File: src/rtl/acd_consts.svh
// register map, field positions, reset values of the audio clock divider configuration
`ifndef ACD_CONSTS_SVH
`define ACD_CONSTS_SVH

`define ACD_OFS_ANA_RATIO 8'h3e
`define ACD_OFS_CORE_EN 8'h44
`define ACD_OFS_CONV_EN 8'h45
`define ACD_OFS_CLKOUT_SEL 8'h46

`define ACD_RST_ANA_RATIO 6'h01
`define ACD_RST_CORE_EN 3'h0
`define ACD_RST_CONV_EN 8'h00
`define ACD_RST_CLKOUT_SEL 3'h0

`define ACD_ANA_W 6
`define ACD_ANA_ZERO_RATIO 7'h40
`define ACD_NUM_DIV 11
`define ACD_DIV_W 8
`define ACD_NUM_SRC 6

`define ACD_BIT_FEEDBACK 2
`define ACD_BIT_PRESCALE 1
`define ACD_BIT_PULSE_DENSITY 0
`define ACD_BIT_ADC_SHAPER 7
`define ACD_BIT_ADC_MOD 6
`define ACD_BIT_DAC_SHAPER 5
`define ACD_BIT_DAC_MOD 4
`define ACD_BIT_PRI_BCLK 3
`define ACD_BIT_SEC_BCLK 2
`define ACD_BIT_PRI_FSYNC 1
`define ACD_BIT_SEC_FSYNC 0

`endif

File: src/rtl/acd_pkg.sv
// types shared by the audio clock divider configuration block
package acd_pkg;

  typedef struct packed {
    logic wr;
    logic rd;
    logic [7:0] addr;
    logic [7:0] wdata;
  } acd_reg_req_t;

  typedef enum logic [2:0] {
    ACD_SRC_PLL = 3'h0,
    ACD_SRC_PRI_BCLK = 3'h1,
    ACD_SRC_SEC_BCLK = 3'h2,
    ACD_SRC_CTRL_BUS = 3'h3,
    ACD_SRC_OSC = 3'h4,
    ACD_SRC_DSP = 3'h5
  } acd_clkout_src_t;

endpackage : acd_pkg

File: src/rtl/acd_divider.sv
// enable-gated divider producing one tick every ratio cycles; ratio 0 means 2**W
`timescale 1ns/10ps
`include "acd_consts.svh"

module acd_divider #(
  parameter int W = 8
) (
  input wire logic clock,
  input wire logic nrst,
  input wire logic en,
  input wire logic [W-1:0] ratio,
  output logic tick_r
);

  logic [W-1:0] count_r;
  logic [W-1:0] last;
  logic at_last;

  // ratio minus one wraps so that code zero gives the full 2**W period
  assign last = W'(ratio - 1'b1);
  assign at_last = (count_r == last);

  always_ff @(posedge clock or negedge nrst) begin
    if (!nrst) begin
      count_r <= '0;
      tick_r <= 1'b0;
    end else if (!en) begin
      count_r <= '0;
      tick_r <= 1'b0;
    end else begin
      count_r <= at_last ? '0 : W'(count_r + 1'b1);
      tick_r <= at_last;
    end
  end

  // helper: cycles since previous tick, for the period check
  // a ratio change mid-period gives one odd gap, so the check rearms after it
  logic [W:0] gap_r;
  logic seen_r;
  logic [W-1:0] ratio_d_r;
  logic ratio_moved;
  assign ratio_moved = (ratio != ratio_d_r);

  always_ff @(posedge clock or negedge nrst) begin
    if (!nrst) begin
      gap_r <= '0;
      seen_r <= 1'b0;
      ratio_d_r <= '0;
    end else begin
      ratio_d_r <= ratio;
      if (!en || ratio_moved) begin
        gap_r <= '0;
        seen_r <= 1'b0;
      end else begin
        gap_r <= tick_r ? (W+1)'(1) : (W+1)'(gap_r + 1'b1);
        seen_r <= seen_r | tick_r;
      end
    end
  end

  property p_div_off_low;
    @(posedge clock) disable iff (!nrst) !en |=> !tick_r;
  endproperty
  a_div_off_low: assert property (p_div_off_low) else $error("divider ticked while disabled");

  property p_div_period;
    @(posedge clock) disable iff (!nrst)
      tick_r && seen_r && en && $past(en) && $stable(ratio)
      |-> gap_r == ((ratio == '0) ? (W+1)'(1 << W) : (W+1)'(ratio));
  endproperty
  a_div_period: assert property (p_div_period) else $error("divider period differs from ratio");

endmodule : acd_divider

File: src/rtl/acd_clock_config.sv
// register file and divider gating for the audio clock tree configuration
`timescale 1ns/10ps
`include "acd_consts.svh"

module acd_clock_config (
  input wire logic clock,
  input wire logic nrst,
  input wire acd_pkg::acd_reg_req_t reg_req,
  output logic [7:0] reg_rdata_r,
  input wire logic auto_detect_en,
  input wire logic [5:0] auto_ana_ratio,
  input wire logic [10:0][7:0] div_ratio,
  input wire logic [5:0] clkout_src_ticks,
  output logic ana_tick_r,
  output logic [10:0] div_tick_r,
  output logic [2:0] clock_output_source_select_r,
  output logic clkout_src_tick_r
);

  logic [5:0] analog_ratio_divider_value_r;
  logic [2:0] core_en_r;
  logic [7:0] conv_en_r;

  // address decode
  logic hit_ana;
  logic hit_core;
  logic hit_conv;
  logic hit_sel;
  assign hit_ana = (reg_req.addr == `ACD_OFS_ANA_RATIO);
  assign hit_core = (reg_req.addr == `ACD_OFS_CORE_EN);
  assign hit_conv = (reg_req.addr == `ACD_OFS_CONV_EN);
  assign hit_sel = (reg_req.addr == `ACD_OFS_CLKOUT_SEL);

  // individual enables, named for readability
  logic feedback_divider_enable;
  logic prescale_divider_enable;
  logic pulse_density_divider_enable;
  logic adc_mismatch_shaper_divider_enable;
  logic adc_modulator_divider_enable;
  logic dac_mismatch_shaper_divider_enable;
  logic dac_modulator_divider_enable;
  logic primary_port_bitclock_divider_enable;
  logic secondary_port_bitclock_divider_enable;
  logic primary_port_framesync_divider_enable;
  logic secondary_port_framesync_divider_enable;
  assign feedback_divider_enable = core_en_r[`ACD_BIT_FEEDBACK];
  assign prescale_divider_enable = core_en_r[`ACD_BIT_PRESCALE];
  assign pulse_density_divider_enable = core_en_r[`ACD_BIT_PULSE_DENSITY];
  assign adc_mismatch_shaper_divider_enable = conv_en_r[`ACD_BIT_ADC_SHAPER];
  assign adc_modulator_divider_enable = conv_en_r[`ACD_BIT_ADC_MOD];
  assign dac_mismatch_shaper_divider_enable = conv_en_r[`ACD_BIT_DAC_SHAPER];
  assign dac_modulator_divider_enable = conv_en_r[`ACD_BIT_DAC_MOD];
  assign primary_port_bitclock_divider_enable = conv_en_r[`ACD_BIT_PRI_BCLK];
  assign secondary_port_bitclock_divider_enable = conv_en_r[`ACD_BIT_SEC_BCLK];
  assign primary_port_framesync_divider_enable = conv_en_r[`ACD_BIT_PRI_FSYNC];
  assign secondary_port_framesync_divider_enable = conv_en_r[`ACD_BIT_SEC_FSYNC];

  // divider slot order: 10..3 converter and port dividers, 2..0 core dividers
  logic [10:0] div_en;
  assign div_en = {adc_mismatch_shaper_divider_enable, adc_modulator_divider_enable,
                   dac_mismatch_shaper_divider_enable, dac_modulator_divider_enable,
                   primary_port_bitclock_divider_enable, secondary_port_bitclock_divider_enable,
                   primary_port_framesync_divider_enable, secondary_port_framesync_divider_enable,
                   feedback_divider_enable, prescale_divider_enable, pulse_density_divider_enable};

  // register writes store only the field bits, so reserved bits cannot be set
  always_ff @(posedge clock or negedge nrst) begin
    if (!nrst) begin
      analog_ratio_divider_value_r <= `ACD_RST_ANA_RATIO;
      core_en_r <= `ACD_RST_CORE_EN;
      conv_en_r <= `ACD_RST_CONV_EN;
      clock_output_source_select_r <= `ACD_RST_CLKOUT_SEL;
    end else if (reg_req.wr) begin
      if (hit_ana) analog_ratio_divider_value_r <= reg_req.wdata[5:0];
      if (hit_core) core_en_r <= reg_req.wdata[2:0];
      if (hit_conv) conv_en_r <= reg_req.wdata;
      if (hit_sel) clock_output_source_select_r <= reg_req.wdata[2:0];
    end
  end

  // read mux; reserved bits and unmapped addresses return zero
  logic [7:0] rd_mux;
  assign rd_mux = hit_ana ? {2'h0, analog_ratio_divider_value_r} :
                  hit_core ? {5'h00, core_en_r} :
                  hit_conv ? conv_en_r :
                  hit_sel ? {5'h00, clock_output_source_select_r} : 8'h00;

  always_ff @(posedge clock or negedge nrst) begin
    if (!nrst) begin
      reg_rdata_r <= 8'h00;
    end else if (reg_req.rd) begin
      reg_rdata_r <= rd_mux;
    end
  end

  // analog ratio: auto detection overrides the programmed code
  logic [5:0] ana_code;
  logic [6:0] ana_ratio_eff;
  assign ana_code = auto_detect_en ? auto_ana_ratio : analog_ratio_divider_value_r;
  assign ana_ratio_eff = (ana_code == 6'h00) ? `ACD_ANA_ZERO_RATIO : {1'b0, ana_code};

  acd_divider #(.W(`ACD_ANA_W)) u_ana_div (
    .clock(clock),
    .nrst(nrst),
    .en(1'b1),
    .ratio(ana_code),
    .tick_r(ana_tick_r)
  );

  for (genvar i = 0; i < `ACD_NUM_DIV; i++) begin : g_div
    acd_divider #(.W(`ACD_DIV_W)) u_div (
      .clock(clock),
      .nrst(nrst),
      .en(div_en[i]),
      .ratio(div_ratio[i]),
      .tick_r(div_tick_r[i])
    );
  end

  // source mux for the clock output divider; reserved codes give a quiet output
  logic sel_legal;
  logic src_pick;
  assign sel_legal = (clock_output_source_select_r <= 3'(acd_pkg::ACD_SRC_DSP));
  assign src_pick = sel_legal ? clkout_src_ticks[clock_output_source_select_r] : 1'b0;

  always_ff @(posedge clock or negedge nrst) begin
    if (!nrst) begin
      clkout_src_tick_r <= 1'b0;
    end else begin
      clkout_src_tick_r <= src_pick;
    end
  end

  // checks
  property p_ana_zero;
    @(posedge clock) disable iff (!nrst)
      !auto_detect_en && analog_ratio_divider_value_r == 6'h00 |-> ana_ratio_eff == 7'h40;
  endproperty
  a_ana_zero: assert property (p_ana_zero) else $error("analog code zero must divide by 64");

  property p_auto_override;
    @(posedge clock) disable iff (!nrst)
      auto_detect_en |-> ana_code == auto_ana_ratio;
  endproperty
  a_auto_override: assert property (p_auto_override) else $error("auto ratio not used");

  property p_reserved_zero;
    @(posedge clock) disable iff (!nrst)
      reg_req.rd && (hit_core || hit_sel) |=> reg_rdata_r[7:3] == 5'h00;
  endproperty
  a_reserved_zero: assert property (p_reserved_zero) else $error("reserved bits read nonzero");

  property p_core_write;
    @(posedge clock) disable iff (!nrst)
      reg_req.wr && hit_core |=> core_en_r == $past(reg_req.wdata[2:0]);
  endproperty
  a_core_write: assert property (p_core_write) else $error("core enables not written");

  property p_adc_shaper_off;
    @(posedge clock) disable iff (!nrst)
      reg_req.wr && hit_conv && !reg_req.wdata[7] |=> ##1 !div_tick_r[10];
  endproperty
  a_adc_shaper_off: assert property (p_adc_shaper_off) else $error("adc shaper divider ran disabled");

  property p_pri_bclk_on;
    @(posedge clock) disable iff (!nrst)
      reg_req.wr && hit_conv && reg_req.wdata[3] && div_ratio[6] == 8'h08 && !conv_en_r[3]
      |=> ##8 div_tick_r[6];
  endproperty
  a_pri_bclk_on: assert property (p_pri_bclk_on) else $error("primary bit-clock divider idle");

  property p_sec_fsync_readback;
    @(posedge clock) disable iff (!nrst)
      reg_req.wr && hit_conv ##1 !reg_req.wr ##1 reg_req.rd && hit_conv && !reg_req.wr
      |=> reg_rdata_r[0] == $past(reg_req.wdata[0], 3);
  endproperty
  a_sec_fsync_readback: assert property (p_sec_fsync_readback) else $error("fsync enable readback wrong");

  property p_sel_reserved;
    @(posedge clock) disable iff (!nrst)
      clock_output_source_select_r[2:1] == 2'b11 |=> !clkout_src_tick_r;
  endproperty
  a_sel_reserved: assert property (p_sel_reserved) else $error("reserved source passed a clock");

  property p_disabled_low;
    @(posedge clock) disable iff (!nrst)
      div_en == 11'h000 [*2] |-> div_tick_r == 11'h000;
  endproperty
  a_disabled_low: assert property (p_disabled_low) else $error("disabled divider output not low");

  property p_reset_state;
    @(posedge clock) disable iff (!nrst)
      $rose(nrst) |-> conv_en_r == 8'h00 && core_en_r == 3'h0;
  endproperty
  a_reset_state: assert property (p_reset_state) else $error("enables not cleared by reset");

  c_auto: cover property (@(posedge clock) disable iff (!nrst) auto_detect_en && ana_tick_r);
  c_all_on: cover property (@(posedge clock) disable iff (!nrst) div_en == 11'h7ff);
  c_dsp_src: cover property (@(posedge clock) disable iff (!nrst)
    clock_output_source_select_r == 3'h5 && clkout_src_tick_r);
  c_reenable: cover property (@(posedge clock) disable iff (!nrst) !div_en[4] ##1 div_en[4]);

endmodule : acd_clock_config

File: config.mk
export PLATFORM = sky130hd
export DESIGN_NAME = acd_clock_config
export DESIGN_NICKNAME = d
export VERILOG_FILES = /design/src/rtl/acd_pkg.sv /design/src/rtl/acd_divider.sv /design/src/rtl/acd_clock_config.sv
export VERILOG_INCLUDE_DIRS = /design/src /design/src/rtl
export SDC_FILE = /design/constraint.sdc
export NUM_CORES = 1
export LEC_CHECK = 0
export BUFFER_PORTS_ARGS = -buffer_cell sky130_fd_sc_hd__buf_4
export CAP_MARGIN = 20
export CORE_MARGIN = 3
export CORE_UTILIZATION = 40
export DETAILED_ROUTE_END_ITERATION = 8
export GPL_TIMING_DRIVEN = 0
export HOLD_SLACK_MARGIN = 0.03
export PLACE_DENSITY = 0.66
export SETUP_SLACK_MARGIN = 0.5
export SYNTH_ARGS = -nofsm -noshare
export SYNTH_HDL_FRONTEND = slang
export SYNTH_HIERARCHICAL = 1
export SYNTH_SLANG_ARGS = --single-unit
File: constraint.sdc
create_clock -name clock -period 1.8 [get_ports clock]
set_input_delay 0.09 -clock clock [delete_from_list [all_inputs] [get_ports clock]]
set_output_delay 0.09 -clock clock [all_outputs]
set_load 0.01 [all_outputs]
Word level (Yosys, flattened, before mapping) --
Cells that the tools add are included.
Storage, ports and cells: latch bits 0, input port bits 121, memory bits (read-only) 0, RAM bits 0, bits in registers 135, memories 0, output and inout port bits 24, word-level logic and storage cells 118
Cells by class: shift-type cells 0, bitwise operators 0, reductions and logical operators 4, add/sub/neg operators 24, div/mod/pow operators 0, order comparisons 2, muxes and demuxes 42, equal/unequal tests 16, $mul 0
Operators by type and width (number):
- $mux 8 | 25
- $add 8x1->8 const B | 11
- $eq 8x8->1 | 11
- $sub 8x1->8 const B | 11
- $eq 8x7->1 const B | 3
- $mux 1 | 13
- $mux 6 | 2
- $eq 8x6->1 const B | 1
- $reduce_and 2->1 | 4
- $add 6x1->6 const B | 1
- $eq 6x6->1 | 1
- $sub 6x1->6 const B | 1
- $lt 3x4->1 const B | 1
- $bmux 1 s3 | 1
- $le 3x3->1 const B | 1
- $mux 3 | 1

Longest topological paths before layout --
depth after elaboration 5, depth in mapped cells 8, mapped depth without buffers 7

Hierarchy --
Netlist, hierarchy kept.
By module, submodules not included:
- acd_divider (g_div[0].u_div ...) | seq. area each 225.2 sq um, cells each 69, times used 10, area each 669.4 sq um
- acd_clock_config | seq. area each 726.9 sq um, cells each 114, times used 1, area each 1446.4 sq um
- acd_divider (g_div[3].u_div) | seq. area each 225.2 sq um, cells each 75, times used 1, area each 676.9 sq um
- acd_divider (u_ana_div) | seq. area each 175.2 sq um, cells each 50, times used 1, area each 498.0 sq um

Least setup slack after synthesis --
OpenSTA, ideal clock, no wires.
path type reg-to-reg, from register analog_ratio_divider_value_r[0], to register u_ana_div.tick_r, library setup time 67 ps, data arrival time 1762 ps, data required time 1733 ps, cell stages (with the launch flop) 7, period minus slack after synthesis 1830 ps, buffers on the path 0, setup slack -30 ps, path through dfstp_2 -> mux2_2 -> inv_1 -> ha_1 -> xnor2_1 -> nor4_4 -> and3_1
On the way: word-level cells in the longest chain between the ends 3
RTL lines:
- start: declaration | line acd_clock_config.sv:20 | logic [5:0] analog_ratio_divider_value_r;
- start signal: assignment | line acd_clock_config.sv:69 | analog_ratio_divider_value_r <= `ACD_RST_ANA_RATIO;
- start signal: assignment | line acd_clock_config.sv:74 | if (hit_ana) analog_ratio_divider_value_r <= reg_req.wdata[5:0];
- $mux 6 | line acd_clock_config.sv:99 | assign ana_code = auto_detect_en ? auto_ana_ratio : analog_ratio_divider_value_r;
- net ana_code[0] | line acd_clock_config.sv:97 | logic [5:0] ana_code;
- $sub 6x1->6 | line acd_divider.sv:20 | assign last = W'(ratio - 1'b1);
- $eq 6x6->1 | line acd_divider.sv:21 | assign at_last = (count_r == last);
- end signal: assignment | line acd_divider.sv:32 | tick_r <= at_last;
- end: declaration | line acd_divider.sv:12 | output logic tick_r
The timed path passes the listed nets, and every way through them passes these cells. A chain may end at the register's enable or synchronous reset.

Final worst setup path --
from register analog_ratio_divider_value_r[1], to register u_ana_div.tick_r
Same word-level chain as after synthesis.

==> flow_metrics.py <==
metrics = {
    "cts": {
        "cts_tree": "done",
        "cts_sinks": 135,
        "cts_buffers": 17,
        "clkLatencyLatePin_ns": 0.41,
        "cts_root_buffer": "clkbuf_16",
        "clk_pin_slew_ns": 0.06,
        "htreeDepth": 4,
        "clockBufferDepth": 2,
    },
    "timing": {
        "fin_crit_sh": 1.03,
        "slew_headroom": 0.505,
        "rsz0062_at_grt": "yes",
        "worst_pin_slew_ns": 0.736,
        "timing.fmax_ghz": 0.538,
        "whs_ns": 0.0768,
        "setup_violations": 7,
        "setup-tns-final_ns": -0.229,
        "fin_crit_ns": 1.86,
        "skew_ns": 0.0124,
        "finalWorstSetupSlack_ns": -0.0579,
        "final_max_slew_viol_count": 0,
        "hold_viol_final": 0,
    },
    "power": {
        "leakage_nw": 5.55,
        "power.internal_mw": 6.12,
        "p_seq_frac": 0.385,
        "clkPwrFrac": 0.452,
        "cellPowerDensity_nw_per_um2": 620,
        "peakVddDrop_v": 0.000545,
        "finalPower_mw": 8.21,
        "swShare": 0.255,
        "p_sw_mw": 2.09,
        "p_comb_frac": 0.164,
    },
    "floorplanning": {
        "die_y_um": 159,
        "num_rows": 55,
        "die_area_um2": 25200,
        "die_x_um": 159,
        "ioPinCount": 145,
        "start_util": 0.409,
        "coreArea_um2": 22800,
    },
    "global_route": {
        "grt_max_degree": 74,
        "grt_first_pass_wirelength_um": 38000,
        "track_usage": 0.186,
        "overflow": 0,
        "antenna_found_initial": 0,
        "grt_pass1_vias": 7745,
    },
    "detailed_routing": {
        "first_iter_violations": 335,
        "drt-vias-per-instance": 5.19,
        "wl_per_cell_um": 15.3,
        "final_antenna_net_count": 0,
        "wl_um": 22800,
        "vias": 7740,
        "route.detailed.drc": 0,
        "drt-pass1-iter-count": 4,
    },
    "worst_setup_path": {
        "reg2reg_to": "u_ana_div/tick_r",
        "criticalPathCategory": "reg -> reg",
        "startpoint_type": "register",
        "r2r_setup_slack_ns": -0.06,
        "crit_chain": "mux2_4 > inv_4 > ha_4 > nand2_2 > a211o_1 > a32oi_4 > and3_1",
        "max_stage_delay_ns": 0.40,
        "cp_data_arrival_time_ns": 2.20,
        "end_kind": "register",
        "slowest_stage": "dfrtp_1",
        "crit_required_ns": 2.14,
        "r2r-start": "analog_ratio_divider_value_r[1]",
        "r2r_cells": 7,
        "worstPathMaxFanout": 7,
    },
    "min_path": {
        "holdCritPathClass": "in -> reg",
        "hp-start": "reg_req[8]",
        "min_to": "reg_rdata_r[2]",
        "holdPathStages": 4,
    },
    "final_layout": {
        "nNetsFinal": 1309,
        "final_cell_mix": "182 x buf_4, 129 x dfrtp_1, 88 x xor2_1, 72 x xnor2_1, 72 x a211oi_2",
        "postLayoutCoreUtil": 0.581,
        "final_common_cell": "buf_4",
        "num_antenna_cells": 0,
        "area_growth_pct": 42.1,
        "fillers": 1955,
        "drive_gt1_frac": 0.430,
    },
    "synthesis": {
        "synth.avg_cell_area_um2": 10.0,
        "synth-seq-area-share": 0.363,
        "netlist_area_um2": 9320,
        "ys_types": 61,
        "ys_ff_latch": 135,
        "ys_warn_count": 6,
        "synth_edf_count": 0,
        "synthFlopType": "dfrtp_1",
        "synthArstFlopShare": 1.00,
        "synth_cells": 929,
    },
    "run_status": {
        "violations": "negative setup slack",
        "status": "finished with violations",
    },
    "job": {
        "drv_cap": 0,
    },
    "placed_design": {
        "dp_hpwl_um": 15800,
        "dp_slack_ns": -0.140,
        "port_buffers": 141,
        "place_congestion": 0.807,
    },
}
-- worst max-delay path by stage --
stage | start | end | slack (ns) | cells after the start
after floorplan | analog_ratio_divider_value_r[1] | u_ana_div/count_r[0] | 0.13 | 7
after global placement | nrst | clock_output_source_select_r[0] | -0.12 | 1
after detailed placement | div_ratio[48] | g_div[6].u_div/count_r[0] | -0.14 | 7
after CTS | analog_ratio_divider_value_r[1] | u_ana_div/tick_r | -0.05 | 7
after global routing | analog_ratio_divider_value_r[1] | u_ana_div/tick_r | -0.17 | 7
final | analog_ratio_divider_value_r[1] | u_ana_div/tick_r | -0.06 | 7
-- cell type report --
cell class,instances,area (um^2),share of cell area
Clock inverter,12,174,0.0131
Buffer,17,163,0.0123
Timing Repair Buffer,214,1750,0.132
Sequential cell,135,3390,0.256
Tap cell,313,392,0.0296
Clock buffer,20,457,0.0345
Inverter,49,362,0.0273
Multi-Input combinational cell,730,6560,0.496
-- cells in the mapped netlist, drive strengths merged, types with 5 or more instances --
library cell    n  share of area
buf            14         0.0078
nor4           22          0.033
nand4          32          0.021
o211ai         10         0.0081
ha             24          0.032
nand3          51          0.028
xnor2          87          0.082
dfrtp         134           0.36
nor2b          11         0.0074
nand2b          5         0.0034
and2           25          0.017
and3           34          0.023
inv            49          0.020
nand2          54          0.023
xor2           96          0.090
nor2           20         0.0081
a211oi         77          0.064
a31o           10         0.0094
mux2           27          0.033
a21oi          28          0.015
or3b           11          0.013
nor3b          14          0.012
o21ai          15         0.0081
or3            10         0.0067
mux2i          14          0.015
nor3           24          0.026
-- critical path, delay by kind of cell, from the launching register on --
family / cells / cell delay [ns]
flops: 1 / 0.40
fa+ha+maj: 1 / 0.15
compound gates: 2 / 0.62
simple gates: 2 / 0.27
buf+inv: 1 / 0.06
mux: 1 / 0.30
-- repair_timing --
| action | CTS | global route |
|---|---|---|
| endpoints found under the hold margin | 83 | 0 |
| buffers inserted | 40 | 7 |
| pin swaps | 52 | 44 |
| cloned | 11 | 4 |
| gates resized for setup | 144 | 35 |
| setup endpoints to repair | 107 | 107 |
| hold buffers | 10 | 0 |
-- state kept, by name (all words and copies together) (netlist names) --
| register | count |
|---|---|
| clock_output_source_select_r | 3 |
| analog_ratio_divider_value_r | 6 |
| core_en_r | 3 |
| u_ana_div/count_r | 6 |
| u_ana_div/tick_r | 1 |
| g_div.u_div/tick_r | 11 |
| clkout_src_tick_r | 1 |
| conv_en_r | 8 |
| reg_rdata_r | 8 |
| g_div.u_div/count_r | 88 |
-- per-stage QoR --
stage / cell area (um^2) / std cells
floorplan: 9820 / 931
global placement: 11300 / 1385
detailed placement: 11300 / 1386
CTS: 13000 / 1479
global route: 13200 / 1490
finish: 13200 / 1490
-- logic make-up after synthesis --
kind of cell    share of synthesized area
simple gates                        0.234
xor+xnor                            0.172
compound gates                      0.119
flops                               0.363
buf+inv                            0.0287
mux                                0.0505
fa+ha+maj                          0.0322
other cells                      0.000403
-- metal layers --
| metal | track usage | share of wire | vias up | wire length, um |
|---|---|---|---|---|
| met1 | 0.251 | 0.47 | 3782 | 10700 |
| met3 | 0.0378 | 0.034 | 10 | 779 |
| met2 | 0.312 | 0.49 | 106 | 11100 |
| met5 | 0 | 0 | - | 0 |
| li1 | - | - | 3842 | - |
| met4 | 0.0365 | 0.0076 | 0 | 173 |
-- power groups by stage --
stage          sequential, mW  clock (mW)  combinational (mW)
6_report                 3.16        3.71                1.35
3_5_place_dp             3.21           0                1.20
4_1_cts                  3.16        3.79                1.33
5_1_grt                  3.17        3.95                1.47
2_1_floorplan            3.20           0               0.659
3_3_place_gp             3.21           0                1.17
Power figures use the tool's default switching activity.
